--- src/design/ltc_cfg.svh ---
// Register offsets, field positions, reset values and counts of the lite timer
`ifndef LTC_CFG_SVH
`define LTC_CFG_SVH

// Register offsets
`define LTC_OFF_CSR2 8'h08
`define LTC_OFF_RELOAD 8'h09
`define LTC_OFF_CNT2 8'h0A
`define LTC_OFF_CSR1 8'h0B
`define LTC_OFF_CAPTURE 8'h0C
`define LTC_OFF_IRQ_STATUS 8'h0D
`define LTC_OFF_IRQ_MASK 8'h0E

// Field positions, control/status register 2
`define LTC_CSR2_TIMEBASE2_FLAG 0
`define LTC_CSR2_TIMEBASE2_IRQ_EN 1
// Field positions, control/status register 1
`define LTC_CSR1_TIMEBASE1_FLAG 3
`define LTC_CSR1_TIMEBASE1_IRQ_EN 4
`define LTC_CSR1_DBL 5
`define LTC_CSR1_ICF 6
`define LTC_CSR1_CAPTURE_IRQ_EN 7
// Field positions, interrupt status and mask
`define LTC_IRQ_TB1 0
`define LTC_IRQ_TB2 1
`define LTC_IRQ_CAP 2

// Reset values
`define LTC_RST_BYTE 8'h00
`define LTC_RST_CAP_FLAG 1'b0

// Counting
`define LTC_PRESCALE 32
`define LTC_PRE_LAST 5'h1F
`define LTC_CNT1_LAST 8'hF9
`define LTC_CNT2_LAST 8'hFF
`define LTC_TB_PERIOD_OSC 8000
`define LTC_TB_PERIOD_DBL_OSC 16000
`endif

--- src/design/ltc_pkg.sv ---
// Shared types of the lite timer
package ltc_pkg;
  // One register byte
  typedef logic [7:0] ltc_byte_t;
  // Prescaler count
  typedef logic [4:0] ltc_pre_t;
endpackage

--- src/design/ltc_tick_if.sv ---
// Tick and timebase signals passed between the lite timer modules
`timescale 1ns/1ps
interface ltc_tick_if;
  logic tick; // One cycle every 32 clocks
  ltc_pkg::ltc_byte_t cnt1; // Hidden timebase count
  logic tb1_evt; // Timebase flag event
  logic halt; // Full halt, counters stop
  logic dbl; // Doubled period selected
  modport timebase (output tick, output cnt1, output tb1_evt, input halt, input dbl);
  modport user (input tick, input cnt1, input tb1_evt, output halt, output dbl);
  modport counter (input tick);
endinterface

--- src/design/ltc_timebase.sv ---
// Prescaler and hidden timebase counter
`timescale 1ns/1ps
`include "ltc_cfg.svh"
module ltc_timebase (
  // Clock and reset
  input wire logic clk,
  input wire logic srst,
  // Tick and timebase
  ltc_tick_if.timebase tb
);
  ltc_pkg::ltc_pre_t pre; // Divide-by-32 prescaler
  logic half; // Odd wrap seen in doubled mode
  logic wrap; // Counter rolls F9 to 00
  logic pre_end; // Last prescaler state

  assign pre_end = (pre == `LTC_PRE_LAST) && !tb.halt;
  assign wrap = pre_end && (tb.cnt1 == `LTC_CNT1_LAST);
  // Tick is the last prescaler state itself, so halt stops both counters on one edge
  assign tb.tick = pre_end;

  // Prescaler; halt freezes it
  always_ff @(posedge clk) begin
    if (srst) begin
      pre <= 5'h00;
    end else begin
      pre <= tb.halt ? pre : pre + 5'h01;
    end
  end

  // Hidden counter from zero, wraps after 250 counts
  always_ff @(posedge clk) begin
    if (srst) begin
      tb.cnt1 <= `LTC_RST_BYTE;
    end else if (pre_end) begin
      tb.cnt1 <= wrap ? 8'h00 : tb.cnt1 + 8'h01;
    end
  end

  // Doubled period: event on every second wrap only
  always_ff @(posedge clk) begin
    if (srst) begin
      half <= 1'b0;
      tb.tb1_evt <= 1'b0;
    end else begin
      half <= tb.dbl ? (half ^ wrap) : 1'b0;
      tb.tb1_evt <= wrap && (!tb.dbl || half);
    end
  end

  a_tick_spacing: assert property (@(posedge clk) disable iff (srst)
    tb.tick |=> !tb.tick [*8]) else $error("tick repeated within prescale window");
  a_cnt1_range: assert property (@(posedge clk) disable iff (srst)
    tb.cnt1 <= `LTC_CNT1_LAST) else $error("timebase count passed wrap value");
endmodule // ltc_timebase

--- src/design/ltc_reload_cnt.sv ---
// Autoreload counter 2
`timescale 1ns/1ps
`include "ltc_cfg.svh"
module ltc_reload_cnt (
  // Clock and reset
  input wire logic clk,
  input wire logic srst,
  // Tick
  ltc_tick_if.counter tb,
  // Reload and state
  input wire ltc_pkg::ltc_byte_t reload,
  output ltc_pkg::ltc_byte_t count,
  output logic ovf
);
  logic at_top; // Count at FF on a tick

  assign at_top = tb.tick && (count == `LTC_CNT2_LAST);

  // Reload only on overflow, so late writes wait for it
  always_ff @(posedge clk) begin
    if (srst) begin
      count <= `LTC_RST_BYTE;
      ovf <= 1'b0;
    end else begin
      ovf <= at_top;
      if (at_top) begin
        count <= reload;
      end else if (tb.tick) begin
        count <= count + 8'h01;
      end
    end
  end

  a_reload_apply: assert property (@(posedge clk) disable iff (srst)
    at_top |=> count == $past(reload)) else $error("overflow did not take reload");
endmodule // ltc_reload_cnt

--- src/design/ltc_timer.sv ---
// Lite timebase and capture timer: registers, flags, capture and interrupts
// Behaviour
// - hidden counter counts from zero at clk/32
// - hidden counter wraps F9 to 00, event
// - period select gives 8000 or 16000 clocks
// - overflow sets timebase-1 flag, enabled interrupt
// - reading csr1 clears timebase-1 flag, writes ignored
// - counter 2 counts at clk/32 from reload
// - counter 2 overflow at FF reloads value
// - new reload applied at next overflow only
// - counter 2 overflow sets flag, read clears
// - pin edge latches hidden counter, sets flag
// - capture blocked while capture flag set
// - reading capture register clears capture flag
// - counters stop only in full halt
// - three flags drive separate gated interrupt lines
//
// Chosen here: the address-and-strobe port.
`timescale 1ns/1ps
`include "ltc_cfg.svh"
module ltc_timer (
  // Clock and reset
  input wire logic clk,
  input wire logic srst,
  // Register port
  input wire logic [7:0] addr,
  input wire ltc_pkg::ltc_byte_t wr_data,
  input wire logic wr_en,
  input wire logic rd_en,
  output ltc_pkg::ltc_byte_t rd_data,
  // Pins and power mode
  input wire logic capture_pin,
  input wire logic halt_mode,
  // Interrupts
  output logic irq,
  output logic irq_timebase1,
  output logic irq_timebase2,
  output logic irq_capture
);
  // Shared tick and timebase signals
  ltc_tick_if tbi ();

  // Software-written control bits
  logic timebase1_irq_en; // Timebase 1 enable
  logic timebase2_irq_en; // Timebase 2 enable
  logic capture_irq_en; // Capture enable
  logic period_double_sel; // Doubled timebase period
  ltc_pkg::ltc_byte_t counter2_reload; // Reload value
  ltc_pkg::ltc_byte_t irq_mask; // Summary interrupt mask

  // Hardware flags and captured state
  logic timebase1_flag; // Timebase 1 overflow seen
  logic timebase2_flag; // Counter 2 overflow seen
  logic capture_flag; // Capture taken
  ltc_pkg::ltc_byte_t capture_value; // Last captured count
  ltc_pkg::ltc_byte_t irq_status; // Sticky event record
  ltc_pkg::ltc_byte_t counter2_value; // Counter 2 state
  logic tb2_evt; // Counter 2 overflow pulse

  // Capture pin edge detection
  logic pin_prev; // Pin one cycle ago
  logic pin_seen; // Prev holds a real sample
  logic pin_edge; // Either edge on the pin
  logic cap_take; // Capture happens now

  // Register decode
  logic sel_csr2; // Offset hit, csr2
  logic sel_reload; // Offset hit, reload
  logic sel_cnt2; // Offset hit, counter 2
  logic sel_csr1; // Offset hit, csr1
  logic sel_cap; // Offset hit, capture
  logic sel_stat; // Offset hit, status
  logic sel_mask; // Offset hit, mask
  logic rd_csr1; // Read of csr1
  logic rd_csr2; // Read of csr2
  logic rd_cap; // Read of capture
  ltc_pkg::ltc_byte_t csr1_view; // Assembled csr1
  ltc_pkg::ltc_byte_t csr2_view; // Assembled csr2
  ltc_pkg::ltc_byte_t next_rd_data; // Read mux output
  ltc_pkg::ltc_byte_t next_irq_status; // Status after set and clear
  ltc_pkg::ltc_byte_t evt_vec; // Events this cycle

  // Control bits into the shared interface
  assign tbi.halt = halt_mode;
  assign tbi.dbl = period_double_sel;

  // Prescaler and hidden timebase counter
  ltc_timebase u_timebase (
    .clk(clk),
    .srst(srst),
    .tb(tbi.timebase)
  );

  // Autoreload counter
  ltc_reload_cnt u_reload_cnt (
    .clk(clk),
    .srst(srst),
    .tb(tbi.counter),
    .reload(counter2_reload),
    .count(counter2_value),
    .ovf(tb2_evt)
  );

  // Address decode
  assign sel_csr2 = (addr == `LTC_OFF_CSR2);
  assign sel_reload = (addr == `LTC_OFF_RELOAD);
  assign sel_cnt2 = (addr == `LTC_OFF_CNT2);
  assign sel_csr1 = (addr == `LTC_OFF_CSR1);
  assign sel_cap = (addr == `LTC_OFF_CAPTURE);
  assign sel_stat = (addr == `LTC_OFF_IRQ_STATUS);
  assign sel_mask = (addr == `LTC_OFF_IRQ_MASK);

  // Reads that clear flags as a side effect
  assign rd_csr1 = rd_en && sel_csr1;
  assign rd_csr2 = rd_en && sel_csr2;
  assign rd_cap = rd_en && sel_cap;

  // Register views; reserved bits read as zero
  assign csr1_view = {capture_irq_en, capture_flag, period_double_sel,
                      timebase1_irq_en, timebase1_flag, 3'h0};
  assign csr2_view = {6'h00, timebase2_irq_en, timebase2_flag};

  // Read mux; unmapped offsets read zero
  assign next_rd_data = sel_csr2 ? csr2_view :
                        sel_reload ? counter2_reload :
                        sel_cnt2 ? counter2_value :
                        sel_csr1 ? csr1_view :
                        sel_cap ? capture_value :
                        sel_stat ? irq_status :
                        sel_mask ? irq_mask : `LTC_RST_BYTE;

  // Edge on the pin, ignored until a first sample exists
  assign pin_edge = pin_seen && (capture_pin != pin_prev);
  // Blocked while the flag stands, so the old value survives
  assign cap_take = pin_edge && !capture_flag;

  // Event vector for the sticky status register
  assign evt_vec = {5'h00, cap_take, tb2_evt, tbi.tb1_evt};
  // Set beats a same-cycle write-one clear
  assign next_irq_status = (wr_en && sel_stat) ?
                           ((irq_status & ~wr_data) | evt_vec) :
                           (irq_status | evt_vec);

  // Read data register, valid only the cycle after the strobe
  always_ff @(posedge clk) begin
    if (srst) begin
      rd_data <= `LTC_RST_BYTE;
    end else begin
      rd_data <= rd_en ? next_rd_data : `LTC_RST_BYTE;
    end
  end

  // Software-owned control bits; flag bits in writes are dropped
  always_ff @(posedge clk) begin
    if (srst) begin
      timebase1_irq_en <= 1'b0;
      timebase2_irq_en <= 1'b0;
      capture_irq_en <= 1'b0;
      period_double_sel <= 1'b0;
      counter2_reload <= `LTC_RST_BYTE;
      irq_mask <= `LTC_RST_BYTE;
    end else if (wr_en) begin
      if (sel_csr1) begin
        capture_irq_en <= wr_data[`LTC_CSR1_CAPTURE_IRQ_EN];
        period_double_sel <= wr_data[`LTC_CSR1_DBL];
        timebase1_irq_en <= wr_data[`LTC_CSR1_TIMEBASE1_IRQ_EN];
      end
      if (sel_csr2) begin
        timebase2_irq_en <= wr_data[`LTC_CSR2_TIMEBASE2_IRQ_EN];
      end
      if (sel_reload) begin
        counter2_reload <= wr_data;
      end
      if (sel_mask) begin
        irq_mask <= wr_data;
      end
    end
  end

  // Timebase 1 flag; an overflow on the clearing read still sets it
  always_ff @(posedge clk) begin
    if (srst) begin
      timebase1_flag <= 1'b0;
    end else if (tbi.tb1_evt) begin
      timebase1_flag <= 1'b1;
    end else if (rd_csr1) begin
      timebase1_flag <= 1'b0;
    end
  end

  // Timebase 2 flag, same policy
  always_ff @(posedge clk) begin
    if (srst) begin
      timebase2_flag <= 1'b0;
    end else if (tb2_evt) begin
      timebase2_flag <= 1'b1;
    end else if (rd_csr2) begin
      timebase2_flag <= 1'b0;
    end
  end

  // Capture flag; reset loads LTC_RST_CAP_FLAG, so it starts clear
  always_ff @(posedge clk) begin
    if (srst) begin
      capture_flag <= `LTC_RST_CAP_FLAG;
    end else if (cap_take) begin
      capture_flag <= 1'b1;
    end else if (rd_cap) begin
      capture_flag <= 1'b0;
    end
  end

  // Captured value of the hidden counter
  always_ff @(posedge clk) begin
    if (srst) begin
      capture_value <= `LTC_RST_BYTE;
    end else if (cap_take) begin
      capture_value <= tbi.cnt1;
    end
  end

  // Pin history; pin works in halt to allow wake-up
  // First sample is masked, so a pin already high at release is no edge
  always_ff @(posedge clk) begin
    if (srst) begin
      pin_prev <= 1'b0;
      pin_seen <= 1'b0;
    end else begin
      pin_prev <= capture_pin;
      pin_seen <= 1'b1;
    end
  end

  // Sticky status, cleared by writing ones
  always_ff @(posedge clk) begin
    if (srst) begin
      irq_status <= `LTC_RST_BYTE;
    end else begin
      irq_status <= next_irq_status;
    end
  end

  // Interrupt outputs, each from a flop
  // Lines also look at the event, so they rise with the flag, not a cycle later
  always_ff @(posedge clk) begin
    if (srst) begin
      irq <= 1'b0;
      irq_timebase1 <= 1'b0;
      irq_timebase2 <= 1'b0;
      irq_capture <= 1'b0;
    end else begin
      irq <= |(next_irq_status & irq_mask);
      irq_timebase1 <= (timebase1_flag || tbi.tb1_evt) && timebase1_irq_en;
      irq_timebase2 <= (timebase2_flag || tb2_evt) && timebase2_irq_en;
      irq_capture <= (capture_flag || cap_take) && capture_irq_en;
    end
  end

  // Checks on flags, capture and interrupts
  a_tb1_flag_set: assert property (@(posedge clk) disable iff (srst)
    tbi.tb1_evt |=> timebase1_flag) else $error("timebase 1 flag not set");
  a_tb1_read_clear: assert property (@(posedge clk) disable iff (srst)
    rd_csr1 && !tbi.tb1_evt |=> !timebase1_flag) else $error("csr1 read left flag set");
  a_tb1_write_ign: assert property (@(posedge clk) disable iff (srst)
    wr_en && sel_csr1 && !rd_en && !tbi.tb1_evt |=> $stable(timebase1_flag))
    else $error("write changed timebase 1 flag");
  a_tb2_flag_set: assert property (@(posedge clk) disable iff (srst)
    tb2_evt |=> timebase2_flag) else $error("timebase 2 flag not set");
  a_tb2_read_clr: assert property (@(posedge clk) disable iff (srst)
    rd_csr2 && !tb2_evt |=> !timebase2_flag) else $error("csr2 read left flag set");
  a_cap_latch: assert property (@(posedge clk) disable iff (srst)
    cap_take |=> capture_flag && capture_value == $past(tbi.cnt1))
    else $error("capture value or flag wrong");
  a_cap_block: assert property (@(posedge clk) disable iff (srst)
    capture_flag && !rd_cap |=> $stable(capture_value) && capture_flag)
    else $error("capture overwritten while flag set");
  a_cap_read_clr: assert property (@(posedge clk) disable iff (srst)
    rd_cap && !cap_take |=> !capture_flag) else $error("capture read did not clear flag");
  a_halt_freeze: assert property (@(posedge clk) disable iff (srst)
    halt_mode [*2] |-> $stable(tbi.cnt1) && $stable(counter2_value))
    else $error("counter moved in halt");
  a_irq_gate: assert property (@(posedge clk) disable iff (srst)
    timebase1_flag && timebase1_irq_en |=> irq_timebase1)
    else $error("timebase 1 interrupt missing");
  a_tb1_period: assert property (@(posedge clk) disable iff (srst || halt_mode)
    tbi.tb1_evt && !period_double_sel |=> !tbi.tb1_evt [*8])
    else $error("timebase events too close");

  // Writes never touch the hardware-owned flag of csr2
  a_tb2_write_ign: assert property (@(posedge clk) disable iff (srst)
    wr_en && sel_csr2 && !rd_en && !tb2_evt |=> $stable(timebase2_flag))
    else $error("write changed timebase 2 flag");
  // Capture register is read-only; a write must not load it
  a_cap_write_ign: assert property (@(posedge clk) disable iff (srst)
    wr_en && sel_cap && !cap_take |=> $stable(capture_value))
    else $error("write changed capture register");
  // A capture only ever follows a pin edge
  a_cap_from_edge: assert property (@(posedge clk) disable iff (srst)
    $rose(capture_flag) |-> $past(pin_edge)) else $error("capture flag without pin edge");
  // Reload register moves only on a write; counter 2 picks it up later
  a_reload_hold: assert property (@(posedge clk) disable iff (srst)
    !(wr_en && sel_reload) |=> $stable(counter2_reload))
    else $error("reload changed without write");

  // Interrupt lines follow flag and enable
  a_tb2_irq_gate: assert property (@(posedge clk) disable iff (srst)
    timebase2_flag && timebase2_irq_en |=> irq_timebase2)
    else $error("timebase 2 interrupt missing");
  a_cap_irq_gate: assert property (@(posedge clk) disable iff (srst)
    capture_flag && capture_irq_en |=> irq_capture) else $error("capture interrupt missing");
  a_tb1_irq_off: assert property (@(posedge clk) disable iff (srst)
    !timebase1_irq_en |=> !irq_timebase1) else $error("timebase 1 interrupt while disabled");
  a_tb2_irq_off: assert property (@(posedge clk) disable iff (srst)
    !timebase2_irq_en |=> !irq_timebase2) else $error("timebase 2 interrupt while disabled");
  a_cap_irq_off: assert property (@(posedge clk) disable iff (srst)
    !capture_irq_en |=> !irq_capture) else $error("capture interrupt while disabled");
  a_irq_masked: assert property (@(posedge clk) disable iff (srst)
    irq_mask == `LTC_RST_BYTE |=> !irq) else $error("summary interrupt while all masked");

  // Sticky status: every event leaves its bit set
  a_status_sticky: assert property (@(posedge clk) disable iff (srst)
    evt_vec != `LTC_RST_BYTE |=> (irq_status & $past(evt_vec)) == $past(evt_vec))
    else $error("event did not set status bit");
  // Write-one clear, unless the same event arrives in that cycle
  a_status_wclr: assert property (@(posedge clk) disable iff (srst)
    wr_en && sel_stat && wr_data[`LTC_IRQ_TB1] && !tbi.tb1_evt |=> !irq_status[`LTC_IRQ_TB1])
    else $error("status bit not cleared by write");

  // Read data stand one cycle only, zero otherwise
  a_rd_idle: assert property (@(posedge clk) disable iff (srst)
    !rd_en |=> rd_data == `LTC_RST_BYTE) else $error("read data outside read cycle");
  a_rd_csr1: assert property (@(posedge clk) disable iff (srst)
    rd_csr1 |=> rd_data == $past(csr1_view)) else $error("csr1 read data wrong");
  a_rd_capture: assert property (@(posedge clk) disable iff (srst)
    rd_cap |=> rd_data == $past(capture_value)) else $error("capture read data wrong");
  a_rd_cnt2: assert property (@(posedge clk) disable iff (srst)
    rd_en && sel_cnt2 |=> rd_data == $past(counter2_value)) else $error("counter 2 read wrong");

  // Main scenarios
  c_cap_taken: cover property (@(posedge clk) disable iff (srst) cap_take);
  c_reload_ovf: cover property (@(posedge clk) disable iff (srst) tb2_evt);
  c_dbl_event: cover property (@(posedge clk) disable iff (srst)
    tbi.tb1_evt && period_double_sel);
  c_set_on_clear: cover property (@(posedge clk) disable iff (srst) tbi.tb1_evt && rd_csr1);
  // Halt held for several cycles in a row
  c_halt_held: cover property (@(posedge clk) disable iff (srst) halt_mode [*8]);
endmodule // ltc_timer

--- config.mk ---
export PLATFORM = sky130hd
export DESIGN_NAME = ltc_timer
export DESIGN_NICKNAME = d
export VERILOG_FILES = /design/src/design/ltc_pkg.sv /design/src/design/ltc_tick_if.sv /design/src/design/ltc_timebase.sv /design/src/design/ltc_reload_cnt.sv /design/src/design/ltc_timer.sv
export VERILOG_INCLUDE_DIRS = /design/src /design/src/design
export SDC_FILE = /design/constraint.sdc
export NUM_CORES = 1
export LEC_CHECK = 0
export BUFFER_PORTS_ARGS = -buffer_cell sky130_fd_sc_hd__buf_4
export CAP_MARGIN = 40
export CORE_MARGIN = 2
export CORE_UTILIZATION = 35
export CTS_BUF_LIST = sky130_fd_sc_hd__clkbuf_8
export DETAILED_ROUTE_END_ITERATION = 10
export GPL_TIMING_DRIVEN = 0
export PLACE_DENSITY = 0.53
export REMOVE_ABC_BUFFERS = 1
export SLEW_MARGIN = 20
export SYNTH_ARGS = -nofsm -noshare
export SYNTH_HDL_FRONTEND = slang
export SYNTH_SLANG_ARGS = --single-unit
export TNS_END_PERCENT = 20
--- constraint.sdc ---
create_clock -name clk -period 2.2 [get_ports clk]
set_input_delay 0.22 -clock clk [delete_from_list [all_inputs] [get_ports clk]]
set_output_delay 0.22 -clock clk [all_outputs]
set_load 0.05 [all_outputs]
# After elaboration in Yosys (flattened, before gate mapping)
# Cells that the tools add are included.
# Widths: inputs -> output; s select.
# totals
ff_bits	77
inputBits	22
out_inout_bits	12
elab_cells	97
# classes
add_sub_neg	3
eq_ne	11
muxes	18
bitwise	8
reduce_logical	32
# ops
op	n
$mux 8	10
$eq 8x4->1 const B	7
$add 8x1->8 const B	2
$and 8x8->8	2
$eq 8x8->1 const B	2
$or 8x3->8	2
$logic_and 1x1->1	13
$not 8->8	1
$reduce_and 2->1	4
$reduce_bool 2->1	4
$reduce_or 8->1	1
$mux 1	7
$add 5x1->5 const B	1
$eq 5x5->1 const B	1
$logic_or 1x1->1	4
$reduce_or 2->1	2
$logic_not 1->1	3
$reduce_or 3->1	1
$mux 2	1
$not 1->1	2
$ne 1x1->1	1
$xor 1x1->1	1

# Logic depth before layout (Yosys ltp)
# depth
word_depth	8
ltp_mapped	9
depth_no_buf	8

# Modules after synthesis
# From an unflattened synthesis, not the netlist that was laid out.
# unflattened
cells_unflattened	409
hier_area_um2	3653.5
# modules_own_cells
module	instances	cells_per_inst	area_each_um2	seq_area_each_um2
ltc_timer	1	275	2412.3	1061.0
ltc_timebase	1	82	763.2	300.3
ltc_reload_cnt	1	52	478.0	180.2

# Worst setup path after synthesis
# Ideal clock, no wire load.
# synth_path
path_kind	reg2reg
startpoint	register u_timebase.pre[0]
endpoint	register u_timebase.tb.cnt1[5]
setup_ps	70
arrival_ps	1706
required_ps	2130
slack_ps	425
stages_incl_launch_ff	10
n_path_buf	2
synth_period_minus_slack_ps	1775
path_cell_list	dfxtp_1 > ha_1 > and3_1 > ha_1 > nand2b_1 > buf_2 > nor3_2 > or2_2 > clkbuf_1 > a21oi_1
# synth_between
elab_chain_len	4
# synth_lines
element	line	source
start: declaration	ltc_timebase.sv:11	ltc_pkg::ltc_pre_t pre;
start signal: assignment	ltc_timebase.sv:26	pre <= tb.halt ? pre : pre + 5'h01;
$eq 5x5->1 (no source line) *	-	
$logic_and 1x1->1 *	ltc_timebase.sv:16	assign pre_end = (pre == `LTC_PRE_LAST) && !tb.halt;
$logic_and 1x1->1	ltc_timebase.sv:17	assign wrap = pre_end && (tb.cnt1 == `LTC_CNT1_LAST);
$mux 8	ltc_timebase.sv:35	tb.cnt1 <= wrap ? 8'h00 : tb.cnt1 + 8'h01;
end signal: assignment	ltc_timebase.sv:33	tb.cnt1 <= `LTC_RST_BYTE;
end signal: assignment	ltc_timebase.sv:35	
end: declaration	ltc_tick_if.sv:9	modport timebase (output tick, output cnt1, output tb1_evt, input halt, input dbl);
# Every way passes the cells marked *; elsewhere a longest branch is shown, timed or not.
# A chain may end at the register's enable or synchronous reset.

# Final worst setup path
# layout_path
startpoint	input addr[0]
endpoint	register irq
# layout_between
elab_chain_len	5
# layout_lines
element	line	source
start: declaration	ltc_timer.sv:26	input wire logic [7:0] addr,
$eq 8x4->1 (no source line)	-	
$logic_and 1x1->1	ltc_timer.sv:140	assign next_irq_status = (wr_en && sel_stat) ?
$mux 8	ltc_timer.sv:140	
$and 8x8->8	ltc_timer.sv:252	irq <= |(next_irq_status & irq_mask);
$reduce_or 8->1	ltc_timer.sv:252	
end signal: assignment	ltc_timer.sv:252	
end: declaration	ltc_timer.sv:35	output logic irq,
# Every way passes these cells.

==> out/metrics.cfg <==
[run_status]
run_status = complete, no violations

[yosys]
avgSynthCellArea_sq_um = 9.00
synth-seq-area-share_pct = 44.8
synth_edf_count = 0
synth_ff_type = dfxtp_1
synthCells = 382
synth_area_sq_mm = 0.00344
synth_top_area_cell = dfxtp_1
synthDistinctLibCells = 47
synth_warnings = 0
synthTopCellsByArea = dfxtp_1 (45%), mux2i_1 (11%), nor2_1 (5.9%), nand2_1 (3.4%), a21oi_1 (3.3%)
synthArstFlopShare_pct = 0
yosysTopAreaCellShare_pct = 44.8
synth_seq_cells = 77

[timing]
maxSlewHeadroom_pct = 57.9
rsz0062_at_grt = no
finClkSkew_ps = 12.3
holdWs_ps = 99.6
fin_setup_tns_ps = 0
min_period_ps = 2010
tightest_slew_ps = 630
setup_viol = 0
final-hold-violation-count = 0
maxSlewViolCount = 0
fmax_mhz = 497
fin_crit_sh_pct = 91.4

[grt]
antenna_found_initial = 0
met3_usage_pct = 4.81
grt_overflow = 0
met1_usage_pct = 23.2
grt_pass1_vias = 2714
grt_pass1_wl_um = 14300
use_met2_pct = 29.2
grt_max_degree = 52
top_usage_layer = met2
grtUsageTotal_pct = 17.8

[placement]
dp.cells = 528
portBuffers = 33
dp_hpwl_um = 6210
gp_congestion = 0.852

[die]
die-height_um = 103
dieArea_sq_mm = 0.0106
coreArea_sq_mm = 0.00964
fp.dieW_um = 103
start_util_pct = 35.7
ioPinCount = 34
placementRows = 36

[critical_path]
path_class = in2reg
cp_data_arrival_time_ps = 2200
startpoint_type = input pin
required_ps = 2390
crit_fanout = 20
cp-end-kind = register

[drt]
vias_per_cell = 5.20
routed_wl_um = 8820
drc = 0
first_pass_iters = 4
drt-wirelength-per-cell_um = 16.2
num_vias = 2826
drt_iter0_drc = 139
postRouteAntennaNets = 0

[pwr]
power_density_mw_per_mm2 = 670
power.leakage_nw = 1.65
ir_worst_vdd_uv = 278
power_mw = 2.68

[clock_network]
tritoncts = built
root_buffer = clkbuf_8
clkTransAtPathRegs_ps = 80
cts_buffers = 9
cts_buffer_depth = 2
cts_sinks = 77
clkLatencyLatePin_ps = 350
cts-htree-levels = 3
postCtsSetupBuffers = 0

[layout]
register_area_sq_mm = 0.00154
multi_input_area_sq_mm = 0.00181
nFillCells = 1003
diodes = 0
layout_common_cells = dfxtp_1 (77), nor2_1 (54), mux2i_1 (39)
syn_to_final_growth_pct = 16.4
nets = 433
drive_above_1_share_pct = 15.6
layout_commonest_cell = dfxtp_1
layoutNonFillerInstCount = 543
post-route-util_pct = 41.5

[min_path]
hold_class = in2reg

[flow_run]
maxCapViolations = 0

final timing paths:
| kind | start | to | slack [ps] | cells past startpoint |
|---|---|---|---|---|
| max | addr[0] | irq | 190 | 6 |
| min | capture_pin | pin_prev | 100 | 2 |
| max reg2reg | u_timebase.pre[0] | u_reload_cnt.count[0] | 200 | 8 |
| min reg2reg | timebase2_irq_en | timebase2_irq_en | 480 | 2 |
stage by stage:
step / worst slack (ps) / instance area [sq um]
floorplan: 130 / 3340
global placement: -714 / 3750
detailed placement: -226 / 3780
CTS: 44.1 / 3990
global route: 52.4 / 4010
finish: 190 / 4010
sequential cells by signal, indices dropped and copies added, names as in the netlist, 5 cells and up:
signal and cells:
irq_status 8, capture_value 8, u_timebase.pre 5, u_reload_cnt.count 8, rd_data 8, counter2_reload 8
u_timebase.tb.cnt1 8, irq_mask 8
cell usage after synthesis (2+ instances only):
library cell	n
nand2b_1	2
o211a_1	2
o21ai_0	19
nand4_1	5
buf_2	7
or3_1	4
a41oi_1	4
a31oi_1	4
and4_1	2
nor2_1	54
nand3_2	2
inv_1	4
nor3_2	2
mux2i_1	39
and3_1	6
nand3_1	10
clkbuf_1	13
nand2_1	31
xor2_1	6
a21oi_1	23
nor3_1	9
a22o_1	4
buf_1	2
mux2_2	3
ha_1	5
a32oi_1	2
dfxtp_1	77
and2_1	4
xnor2_1	2
a211oi_1	3
o21a_1	2
nor2b_1	6
a22oi_1	6
a21boi_0	5
critical path, cell delays in order:
cell,delay (ps)
buf_4,290
nor2b_1,410
and4_2,490
a21boi_0,180
a221oi_1,400
a41oi_1,200
report_power, final:
group	switching (mW)	internal, mW
clock	0.495	0.625
combinational	0.0953	0.0584
sequential	0.00740	1.40
total	0.598	2.09
final cells by class:
class	count	share of cell area, %
clock buffers	9	3.09
clock inverters	6	2.03
inverters	4	0.375
multi-input cells	278	45.1
flip-flops and latches	77	38.5
well taps	133	4.15
repair buffers	36	6.75
repair_timing:
action	CTS	global route
endpoints found under the setup margin	5	8
hold buffers	0	0
pin swaps	0	1
gates resized for setup	2	4
per-layer routing:
metal	vias to the layer above	part of all wire (%)
met5	-	0
met4	0	1.1
met3	8	5.1
met2	66	46
met1	1352	48
li1	1400	-
kinds of logic after synthesis:
group / count (synthesis) / synth area share (%)
multiplexers: 42 / 12.3
adder cells (fa/ha/maj): 5 / 1.82
AND/OR/NAND/NOR: 147 / 21.7
XOR/XNOR: 8 / 2.04
buffers and inverters: 27 / 3.31
AO/OA/AOI/OAI: 76 / 14.0
flip-flops: 77 / 44.8
(Power assumes the default switching activity.)
